[src/core/ptc_regs.svh]
// Constants for the page-table pointer cache and walker: field positions,
// entry-type codes, index positions and reset values.
// Assumes inclusion from the package and the walker module only.
`ifndef PTC_REGS_SVH
`define PTC_REGS_SVH

// =====================================================================
// Entry-type codes in bits 1:0 of every table word
`define PTC_ENTRY_INVALID 2'h0
`define PTC_ENTRY_POINTER 2'h1
`define PTC_ENTRY_TRANSLATION 2'h2
`define PTC_ENTRY_RESERVED 2'h3

// =====================================================================
// Translation entry field positions
`define PTC_PAGE_NUMBER_HI 31
`define PTC_PAGE_NUMBER_LO 8
`define PTC_CACHEABLE_BIT 7
`define PTC_MODIFIED_BIT 6
`define PTC_REFERENCED_BIT 5
`define PTC_ACCESS_HI 4
`define PTC_ACCESS_LO 2

// =====================================================================
// Virtual address index fields and tag width
`define PTC_INDEX1_HI 31
`define PTC_INDEX1_LO 24
`define PTC_INDEX2_HI 23
`define PTC_INDEX2_LO 18
`define PTC_INDEX3_HI 17
`define PTC_INDEX3_LO 12
`define PTC_TAG_W 14

// =====================================================================
// Walk levels and reset values
`define PTC_LEVEL_CONTEXT 2'h0
`define PTC_LEVEL_1 2'h1
`define PTC_LEVEL_2 2'h2
`define PTC_LEVEL_3 2'h3
`define PTC_WORD_RESET 32'h0000_0000

`endif

[src/core/ptc_pkg.sv]
// Types shared by the walker: request and result carriers, walk states.
// Assumes the constants header is on the include path.
`include "ptc_regs.svh"

package ptc_pkg;

  // ===================================================================
  // Walk states
  typedef enum logic [1:0] {
    PTC_IDLE,
    PTC_FETCH,
    PTC_UPDATE
  } ptc_state_t;

  // ===================================================================
  // Miss request from the TLB side
  typedef struct packed {
    logic [31:0] va;
    logic is_instr;
    logic is_write;
    logic no_fill;
  } ptc_miss_t;

  // ===================================================================
  // Walk result back to the TLB side
  typedef struct packed {
    logic [35:0] pa;
    logic [31:0] translation_entry;
    logic [1:0] level;
    logic err_invalid;
    logic err_translation;
  } ptc_result_t;

endpackage

[src/core/ptc_walker.sv]
// Page-table walker with three-entry pointer cache and address forming.
// Assumes a word-wide memory port that answers each request with one ack.
`timescale 1ns/10ps
`include "ptc_regs.svh"

module ptc_walker #(
  parameter int PA_W = 36
) (
  // Clock and reset
  input wire logic mclk,
  input wire logic srst,
  // Miss request and result
  input wire logic miss_valid,
  input wire ptc_pkg::ptc_miss_t miss,
  output ptc_pkg::ptc_result_t result,
  output logic miss_ready,
  output logic result_valid,
  // Context and control
  input wire logic [11:0] context_number_reg,
  input wire logic context_number_write,
  input wire logic [21:0] context_table_base_reg,
  input wire logic context_table_base_write,
  input wire logic tlb_flush,
  input wire logic sys_cacheable_bit,
  input wire logic boot_select_bit,
  input wire logic translate_enable_bit,
  // Physical memory port
  output logic mem_req,
  output logic mem_we,
  output logic [35:0] mem_addr,
  output logic [31:0] mem_wdata,
  input wire logic mem_ack,
  input wire logic mem_err,
  input wire logic [31:0] mem_rdata,
  // Bus indicators
  output logic bus_cacheable_indicator,
  output logic boot_local_indicator,
  // Cache state view
  output logic [2:0] pointer_cache_valid
);

  // ===================================================================
  // Elaboration check: address forming is fixed at 36 bits
  if (PA_W != 36) begin : g_bad_width
    $error("ptc_walker serves a 36-bit physical address only");
  end

  // ===================================================================
  // Whole module state
  typedef struct packed {
    ptc_pkg::ptc_state_t st;
    logic [1:0] lvl;
    ptc_pkg::ptc_miss_t req;
    logic [35:0] addr;
    logic [31:0] wdata;
    logic mem_req;
    logic mem_we;
    logic root_v;
    logic [31:0] root;
    logic ip_v;
    logic [31:0] ip;
    logic [`PTC_TAG_W-1:0] instr_index_tag;
    logic dp_v;
    logic [31:0] dp;
    logic [`PTC_TAG_W-1:0] data_index_tag;
    logic ready;
    logic done;
    ptc_pkg::ptc_result_t res;
    logic bus_c;
    logic boot_l;
  } ptc_state_all_t;

  ptc_state_all_t s_q;
  ptc_state_all_t s_d;

  logic [`PTC_TAG_W-1:0] miss_tag;
  logic hit_instr;
  logic hit_data;
  logic [1:0] rd_type;
  logic inv_all;

  // Tag compare on the incoming miss
  assign miss_tag = miss.va[`PTC_INDEX1_HI:`PTC_INDEX2_LO];
  assign hit_instr = miss.is_instr && s_q.ip_v && (s_q.instr_index_tag == miss_tag);
  assign hit_data = !miss.is_instr && s_q.dp_v && (s_q.data_index_tag == miss_tag);
  assign rd_type = mem_rdata[1:0];
  assign inv_all = context_number_write || context_table_base_write;

  // ===================================================================
  // Physical address by the level where the entry was found; region size
  // follows the level, the rest of the address comes from the virtual one
  function automatic logic [35:0] form_pa(input logic [1:0] lvl, input logic [31:0] e,
                                          input logic [31:0] va);
    case (lvl)
      `PTC_LEVEL_CONTEXT: form_pa = {e[31:28], va[31:0]};
      `PTC_LEVEL_1: form_pa = {e[31:20], va[23:0]};
      `PTC_LEVEL_2: form_pa = {e[31:14], va[17:0]};
      default: form_pa = {e[31:8], va[11:0]};
    endcase
  endfunction

  // ===================================================================
  // Next state
  always_comb begin
    s_d = s_q;
    s_d.done = 1'b0;
    case (s_q.st)
      ptc_pkg::PTC_IDLE: begin
        s_d.bus_c = 1'b0;
        // Boot data mode with translation off flags local space
        s_d.boot_l = boot_select_bit && !translate_enable_bit;
        if (miss_valid) begin
          s_d.req = miss;
          s_d.mem_req = 1'b1;
          s_d.mem_we = 1'b0;
          s_d.st = ptc_pkg::PTC_FETCH;
          s_d.bus_c = sys_cacheable_bit;
          s_d.boot_l = 1'b0;
          if (hit_instr || hit_data) begin
            // Straight to level 3 through the cached pointer
            s_d.lvl = `PTC_LEVEL_3;
            s_d.addr = {hit_instr ? s_q.ip[31:4] : s_q.dp[31:4],
                        miss.va[`PTC_INDEX3_HI:`PTC_INDEX3_LO], 2'b00};
          end else if (s_q.root_v) begin
            s_d.lvl = `PTC_LEVEL_1;
            s_d.addr = {s_q.root[31:6], miss.va[`PTC_INDEX1_HI:`PTC_INDEX1_LO],
                        2'b00};
          end else begin
            s_d.lvl = `PTC_LEVEL_CONTEXT;
            s_d.addr = {context_table_base_reg, context_number_reg, 2'b00};
          end
        end
      end
      ptc_pkg::PTC_FETCH: begin
        if (mem_ack) begin
          s_d.mem_req = 1'b0;
          s_d.res.level = s_q.lvl;
          s_d.res.translation_entry = mem_rdata;
          s_d.res.pa = form_pa(s_q.lvl, mem_rdata, s_q.req.va);
          s_d.res.err_invalid = 1'b0;
          s_d.res.err_translation = 1'b0;
          if (mem_err) begin
            s_d.res.err_translation = 1'b1;
            s_d.done = 1'b1;
            s_d.st = ptc_pkg::PTC_IDLE;
          end else begin
            case (rd_type)
              `PTC_ENTRY_INVALID: begin
                s_d.res.err_invalid = 1'b1;
                s_d.done = 1'b1;
                s_d.st = ptc_pkg::PTC_IDLE;
              end
              `PTC_ENTRY_POINTER: begin
                if (s_q.lvl == `PTC_LEVEL_3) begin
                  // No table below level 3
                  s_d.res.err_translation = 1'b1;
                  s_d.done = 1'b1;
                  s_d.st = ptc_pkg::PTC_IDLE;
                end else begin
                  s_d.mem_req = 1'b1;
                  s_d.lvl = s_q.lvl + 2'h1;
                  if (s_q.lvl == `PTC_LEVEL_CONTEXT) begin
                    s_d.root = mem_rdata;
                    s_d.root_v = 1'b1;
                    s_d.addr = {mem_rdata[31:6],
                                s_q.req.va[`PTC_INDEX1_HI:`PTC_INDEX1_LO], 2'b00};
                  end else if (s_q.lvl == `PTC_LEVEL_1) begin
                    s_d.addr = {mem_rdata[31:4],
                                s_q.req.va[`PTC_INDEX2_HI:`PTC_INDEX2_LO], 2'b00};
                  end else begin
                    s_d.addr = {mem_rdata[31:4],
                                s_q.req.va[`PTC_INDEX3_HI:`PTC_INDEX3_LO], 2'b00};
                    // Only a mismatching walk gets here, and it goes to level 3
                    if (!s_q.req.no_fill) begin
                      if (s_q.req.is_instr) begin
                        s_d.ip = mem_rdata;
                        s_d.ip_v = 1'b1;
                        s_d.instr_index_tag = s_q.req.va[`PTC_INDEX1_HI:`PTC_INDEX2_LO];
                      end else begin
                        s_d.dp = mem_rdata;
                        s_d.dp_v = 1'b1;
                        s_d.data_index_tag = s_q.req.va[`PTC_INDEX1_HI:`PTC_INDEX2_LO];
                      end
                    end
                  end
                end
              end
              `PTC_ENTRY_TRANSLATION: begin
                s_d.bus_c = sys_cacheable_bit;
                // Write back only when a flag actually changes
                if (!mem_rdata[`PTC_REFERENCED_BIT] ||
                    (s_q.req.is_write && !mem_rdata[`PTC_MODIFIED_BIT])) begin
                  s_d.wdata = mem_rdata;
                  s_d.wdata[`PTC_REFERENCED_BIT] = 1'b1;
                  s_d.wdata[`PTC_MODIFIED_BIT] = mem_rdata[`PTC_MODIFIED_BIT] ||
                                                 s_q.req.is_write;
                  s_d.res.translation_entry = s_d.wdata;
                  s_d.mem_req = 1'b1;
                  s_d.mem_we = 1'b1;
                  s_d.st = ptc_pkg::PTC_UPDATE;
                end else begin
                  s_d.done = 1'b1;
                  s_d.st = ptc_pkg::PTC_IDLE;
                end
              end
              default: begin
                s_d.res.err_translation = 1'b1;
                s_d.done = 1'b1;
                s_d.st = ptc_pkg::PTC_IDLE;
              end
            endcase
          end
        end
      end
      ptc_pkg::PTC_UPDATE: begin
        if (mem_ack) begin
          s_d.mem_req = 1'b0;
          s_d.mem_we = 1'b0;
          s_d.res.err_translation = mem_err;
          s_d.done = 1'b1;
          s_d.st = ptc_pkg::PTC_IDLE;
        end
      end
      default: begin
        s_d.st = ptc_pkg::PTC_IDLE;
        s_d.mem_req = 1'b0;
      end
    endcase
    // Invalidation beats a fill in the same cycle: the fill may be stale
    if (tlb_flush || inv_all) begin
      s_d.ip_v = 1'b0;
      s_d.dp_v = 1'b0;
    end
    if (inv_all) begin
      s_d.root_v = 1'b0;
    end
    s_d.ready = (s_d.st == ptc_pkg::PTC_IDLE);
  end

  // ===================================================================
  // State register; reset clears every valid bit
  always_ff @(posedge mclk) begin
    if (srst) begin
      s_q <= '0;
      s_q.st <= ptc_pkg::PTC_IDLE;
      s_q.ready <= 1'b1;
    end else begin
      s_q <= s_d;
    end
  end

  // Outputs straight from the state register
  assign miss_ready = s_q.ready;
  assign result_valid = s_q.done;
  assign result = s_q.res;
  assign mem_req = s_q.mem_req;
  assign mem_we = s_q.mem_we;
  assign mem_addr = s_q.addr;
  assign mem_wdata = s_q.wdata;
  assign bus_cacheable_indicator = s_q.bus_c;
  assign boot_local_indicator = s_q.boot_l;
  assign pointer_cache_valid = {s_q.dp_v, s_q.ip_v, s_q.root_v};
endmodule

[config.mk]
export PLATFORM = sky130hd
export DESIGN_NAME = ptc_walker
export DESIGN_NICKNAME = d
export VERILOG_FILES = /design/src/core/ptc_pkg.sv /design/src/core/ptc_walker.sv
export VERILOG_INCLUDE_DIRS = /design/src /design/src/core
export SDC_FILE = /design/constraint.sdc
export NUM_CORES = 1
export LEC_CHECK = 0
export BUFFER_PORTS_ARGS = -buffer_cell sky130_fd_sc_hd__buf_2
export CORE_MARGIN = 8
export CORE_UTILIZATION = 55
export DETAILED_ROUTE_END_ITERATION = 10
export PLACE_DENSITY = 0.87
export SLEW_MARGIN = 25
export SYNTH_ARGS = -nofsm -noshare
export SYNTH_HDL_FRONTEND = slang
export SYNTH_SLANG_ARGS = --single-unit
[constraint.sdc]
create_clock -name mclk -period 2.7 [get_ports mclk]
set_input_delay 0.27 -clock mclk [delete_from_list [all_inputs] [get_ports mclk]]
set_output_delay 0.27 -clock mclk [all_outputs]
set_load 0.03 [all_outputs]
==> results.toml, run 1 <==
[run_status]
status = "complete, no violations"

[global_routing]
grt_pass1_wl_um = 64500
grt_max_degree = 111
grt_usage_pct = 26.0
overflow = 0
antenna_found_initial = 2
first_global_vias = 11893

[worst_setup_path]
cp_top_family = "buffers and inverters"
cp_max_fo = 27
worst-path-buf-inv = 4
r2r_cells = 9
crit_path_top_delay_cell = "dlygate4sd3_1"
slowest_delay_ns = 0.60
crit_path_start_kind = "flop"
crit_chain = "inv_1, ha_1, buf_4, nor3b_4, and3b_2, buf_12, nor2_1, nor4_2, dlygate4sd3_1"
endpoint_kind = "flop"
crit_required_ns = 3.20
critPathKind = "reg -> reg"
crit_arrival_ns = 3.11
cp.depth = 9

[placement]
portBuffers = 258
dpl_cell_area_um2 = 14000
post-dp-hpwl_um = 28500
gp_congestion = 0.936
place_ws_ns = 0.217

[final_layout]
multi_input_area_um2 = 6060
final_cell_mix = "nand2_1 (415), dfxtp_1 (291), buf_2 (257)"
fillers = 2045
drive_above_1_share_pct = 22.7
finalNetCount = 1860
final_common_cell = "nand2_1"
regArea_um2 = 5850
area_growth_pct = 13.1
postLayoutCellArea_um2 = 15300
final_util_pct = 63.3

[clock_tree]
cts_buffer_depth = 3
clkLatencyLatePin_ns = 0.56
path_clk_slew_ns = 0.06
cts.sinks = 292
post-cts-setup-buffer-count = 0
root_buffer = "clkbuf_16"
cts_buffers = 30
htreeDepth = 1
cts_tree = "done"

[yosys]
synth_ff_type = "dfxtp_1"
synth_cells = 1641
syn_area_um2 = 13600
synth_edf_count = 0
synth_seq_cells = 292
ys_seq_area_share_pct = 43.1
avgSynthCellArea_um2 = 8.27
synthArstFlopShare_pct = 0
synth.distinct_cells = 55
ys_warn_count = 0

[die]
pin_count = 261
die_w_um = 173
fp.dieH_um = 173
core_area_um2 = 24200
die_area_um2 = 30000
start_util_pct = 56.0
rows = 57

[pwr]
ir_worst_vdd_mv = 0.417
leakage_nw = 5.88
cellPowerDensity_nw_per_um2 = 648

[drt]
ant_nets = 0
routed_via_density = 5.93
via_count = 12356
first_pass_iters = 5
drc_errors = 0
wl_per_cell_um = 20.0
first_iter_violations = 1297
wirelength_um = 41600

[sta]
rsz0062_at_grt = "false"
finalHoldViolCount = 0
period_minus_slack_ns = 2.61
clock_skew_ns = 0.0112
slew_violations = 0
tightest_slew_ns = 0.863
setup_slack_ns = 0.0897
setup_viol = 0
slew_headroom_pct = 42.0
fin_setup_tns_ns = 0
finalCritPeriodShare_pct = 96.7
clock.fmax_ghz = 0.383

[job]
max_cap_violations = 0

[hold_path]
min_path_cells = 4
hold_class = "in -> reg"
flip-flops by register name (all words and copies together), names as in the netlist:
| name | cells |
|---|---|
| boot_local_indicator | 1 |
| bus_cacheable_indicator | 1 |
| mem_addr | 34 |
| mem_req | 1 |
| mem_wdata | 32 |
| mem_we | 1 |
| miss_ready | 1 |
| pointer_cache_valid | 3 |
| result | 68 |
| result_valid | 1 |
| s_q | 149 |
stage by stage:
step | cells | power [mW] | hold slack [ns]
3_5_place_dp | 1998 | 5.79 | 0.443
2_1_floorplan | 1642 | 5.44 | 0.348
3_3_place_gp | 1998 | 5.77 | 0.437
6_report | 2082 | 9.94 | 0.0142
5_1_grt | 2082 | 10.3 | 0.0123
4_1_cts | 2081 | 9.94 | 0.000135
area by class of cell:
type	instances	area share (%)
clock buffers	39	5.45
clock inverters	14	0.978
repair buffers	328	13.0
diodes	1	0.0163
inverters	12	0.294
flip-flops and latches	292	38.1
well taps	324	2.64
multi-input cells	1072	39.5
kinds of logic (layout without fill, tap and decap cells):
group	count (synthesis)	in the layout	share of synthesized area, %
simple gates	556	556	17.0
xor+xnor	28	28	1.81
mux	69	69	5.40
flops	292	292	43.1
fa+ha+maj	12	12	1.11
buf+inv	278	393	12.7
other cells	1	3	0.0276
compound gates	405	405	19.0
Yosys cell counts (3+ instances only):
cell type / n / area [um2]
dfxtp_1: 292 / 5850
o221ai_1: 28 / 245
xor2_1: 14 / 123
nor2_1: 68 / 255
inv_1: 12 / 45.0
o21ai_0: 11 / 55.1
nand2b_1: 5 / 31.3
buf_4: 152 / 1140
nor3_1: 13 / 65.1
nand4_1: 17 / 106
xnor2_1: 14 / 123
buf_1: 4 / 15.0
a222oi_1: 14 / 140
nor4_1: 8 / 50.1
nor2b_1: 3 / 18.8
o32ai_1: 26 / 228
mux2i_1: 35 / 350
nand3_1: 9 / 45.0
clkbuf_1: 87 / 327
ha_1: 12 / 150
a221oi_1: 4 / 35.0
a211oi_1: 5 / 37.5
and2_1: 4 / 25.0
o22ai_1: 27 / 169
a311oi_1: 4 / 35.0
a31oi_1: 33 / 206
buf_2: 11 / 55.1
a21boi_0: 27 / 203
mux2_2: 34 / 383
nand2_1: 415 / 1560
o211ai_1: 7 / 52.6
buf_6: 12 / 135
a21oi_1: 206 / 1030
worst register-to-register path, cell delays in order (launching register included):
cell           delay [ns]
dfxtp_1              0.34
inv_1                0.14
ha_1                 0.18
buf_4                0.22
nor3b_4              0.23
and3b_2              0.25
buf_12               0.24
nor2_1               0.13
nor4_2               0.23
dlygate4sd3_1        0.60
worst paths after layout:
kind	startpoint	slack, ns	endpoint
max	s_q[308]	0.09	pointer_cache_valid[0]
min	translate_enable_bit	0.01	boot_local_indicator
max reg2reg	s_q[308]	0.09	pointer_cache_valid[0]
min reg2reg	mem_wdata[12]	0.45	mem_wdata[12]
power by group:
group / internal (mW) / switching (mW)
Clock: 2.45 / 1.72
Combinational: 0.411 / 0.816
Sequential: 4.44 / 0.104
layer usage:
| layer | global-route usage, % | share of wire [%] |
|---|---|---|
| met5 | 0 | 0.031 |
| met4 | 12.9 | 5.0 |
| met3 | 6.27 | 10 |
| met2 | 42.0 | 46 |
| met1 | 32.1 | 39 |
repair_timing:
item	4_1_cts	5_1_grt
endpoints found under the setup margin	0	6
hold buffers	30	0
resized for setup	0	3
hold endpoints to repair	31	0
Note: power is estimated with default switching activity, not from simulation.
==> run 2: changes to the inputs <==
CORE_UTILIZATION = 40   (was 55)
PLACE_DENSITY = not set   (was 0.87)
==> run 2 against run 1 <==
  * Die area rose by 34%
  * Utilization fell by 17 points
  * Critical endpoint unchanged
  * Non-clock buffer count is 10 lower
==> results.toml, run 2 (synthesized netlist as in run 1, its figures left out) <==
[clock_tree]
cts.sinks = 292
clkLatencyLatePin_ns = 0.53
cts_buffers = 35
htreeDepth = 2
post-cts-setup-buffer-count = 0
cts_buffer_depth = 3
path_clk_slew_ns = 0.06
cts_tree = "done"
root_buffer = "clkbuf_16"

[drt]
drc_errors = 0
first_iter_violations = 1041
routed-wl-met3_um = 2850
wirelength_um = 44600
highest_layer = "met5"
drt-met1-wl_um = 20300
ant_nets = 0
routed_via_density = 5.37
first_pass_iters = 5
wl_per_cell_um = 20.3
met2_length_um = 20200
via_count = 11837

[sta]
finalHoldViolCount = 0
rsz0062_at_grt = "false"
slew_violations = 0
slew_headroom_pct = 47.1
period_minus_slack_ns = 2.54
clock_skew_ns = 0.0219
setup_viol = 0
fin_setup_tns_ns = 0
tightest_slew_ns = 0.794
clock.fmax_ghz = 0.394
finalCritPeriodShare_pct = 94.0

[final_layout]
area_growth_pct = 15.0
instances_no_fill = 2204
drive_above_1_share_pct = 23.1
finalNetCount = 1855
final_common_cell = "nand2_1"
largest_reg_flops = 149
final_cell_mix = "nand2_1 (415), dfxtp_1 (291), buf_2 (257)"
regMostFlops = "s_q"

[global_routing]
grt_max_degree = 103
overflow = 0
antenna_found_initial = 3
first_global_vias = 11467
grt_pass1_wl_um = 68900
grt_usage_pct = 21.1

[worst_setup_path]
endpoint_kind = "flop"
crit_path_start_kind = "flop"
crit_path_top_delay_cell = "dlygate4sd3_1"
crit_arrival_ns = 2.98
crit_required_ns = 3.14
crit_chain = "inv_1, ha_1, buf_6, nor3b_4, and3b_2, buf_12, nor2_1, nor4_1, dlygate4sd3_1"
cp_max_fo = 27
worst-path-buf-inv = 4
critPathKind = "reg -> reg"
cp_top_family = "buffers and inverters"
slowest_delay_ns = 0.58

[job]
max_cap_violations = 0

[run_status]
status = "complete, no violations"

[placement]
portBuffers = 258
placed_cells = 2121
gp_congestion = 0.893
post-dp-hpwl_um = 30600

[die]
core_area_um2 = 33400
die_w_um = 200
rows = 67
start_util_pct = 40.6
die_area_um2 = 40100
pin_count = 261
fp.dieH_um = 200

[pwr]
leakage_nw = 5.92
ir_worst_vdd_mv = 0.311
cellPowerDensity_nw_per_um2 = 680

[hold_path]
hold_class = "in -> reg"
==> run 2: changes by cell type in the layout (fill, tap and decap cells not counted), moves of 2 or more <==
cell and delta:
clkinv_8 +2, clkbuf_1 +2, buf_4 -3, dlygate4sd3_1 -9
clkinv_2 -5, clkbuf_16 +4
==> run 2: what timing repair did <==
action                                 in CTS  in global routing
setup endpoints to repair                   0                  1
endpoints found under the hold margin      22                  0
gates resized for setup                     0                  2
hold buffers                               21                  0
==> run 2: final cells by class <==
type                            instances  area, um2
Inverter                               12       45.0
Antenna cell                            2       5.00
Clock buffer                           47        971
Fill cell                            3294      17800
Clock inverter                         13        211
Multi-Input combinational cell       1072       6050
Timing Repair Buffer                  318       1920
Tap cell                              448        561
Sequential cell                       292       5850
==> run 2: metrics by stage <==
stage	cell area, um2	util, %	hold WS [ns]	power, mW	worst slack [ns]
after floorplan	13600	-	0.348	5.44	0.670
after global placement	14200	42.5	0.438	5.82	0.447
final	15600	46.7	0.0206	10.6	0.163
after CTS	15600	46.6	0.00225	10.7	0.137
after detailed placement	14200	42.5	0.443	5.84	0.388
after global routing	15600	46.7	0.00555	11.0	0.0304
==> run 2: layer usage <==
layer / global-route usage, % / up-vias
li1: - / 5713
met1: 28.7 / 5613
met2: 33.1 / 426
met3: 4.07 / 83
met4: 6.96 / 2
met5: 0 / -
==> run 2: path summary, 6_finish.rpt <==
path | from | endpoint | slack (ns) | cells past startpoint
max reg2reg | s_q[308] | pointer_cache_valid[0] | 0.16 | 9
min reg2reg | result[17] | result[17] | 0.45 | 2
max | s_q[308] | pointer_cache_valid[0] | 0.16 | 9
min | miss[17] | s_q[290] | 0.02 | 3
==> run 2: worst min-delay path, delay by kind of cell <==
family | cells | cell delay [ns]
buf+inv | 1 | 0.10
simple gates | 1 | 0.06
compound gates | 1 | 0.06
==> run 2: report_power, final <==
group | internal, mW | switching, mW | total, mW
logic | 0.400 | 0.835 | 1.23
registers | 4.44 | 0.101 | 4.54
clock network | 2.94 | 1.90 | 4.84
total | 7.77 | 2.84 | 10.6
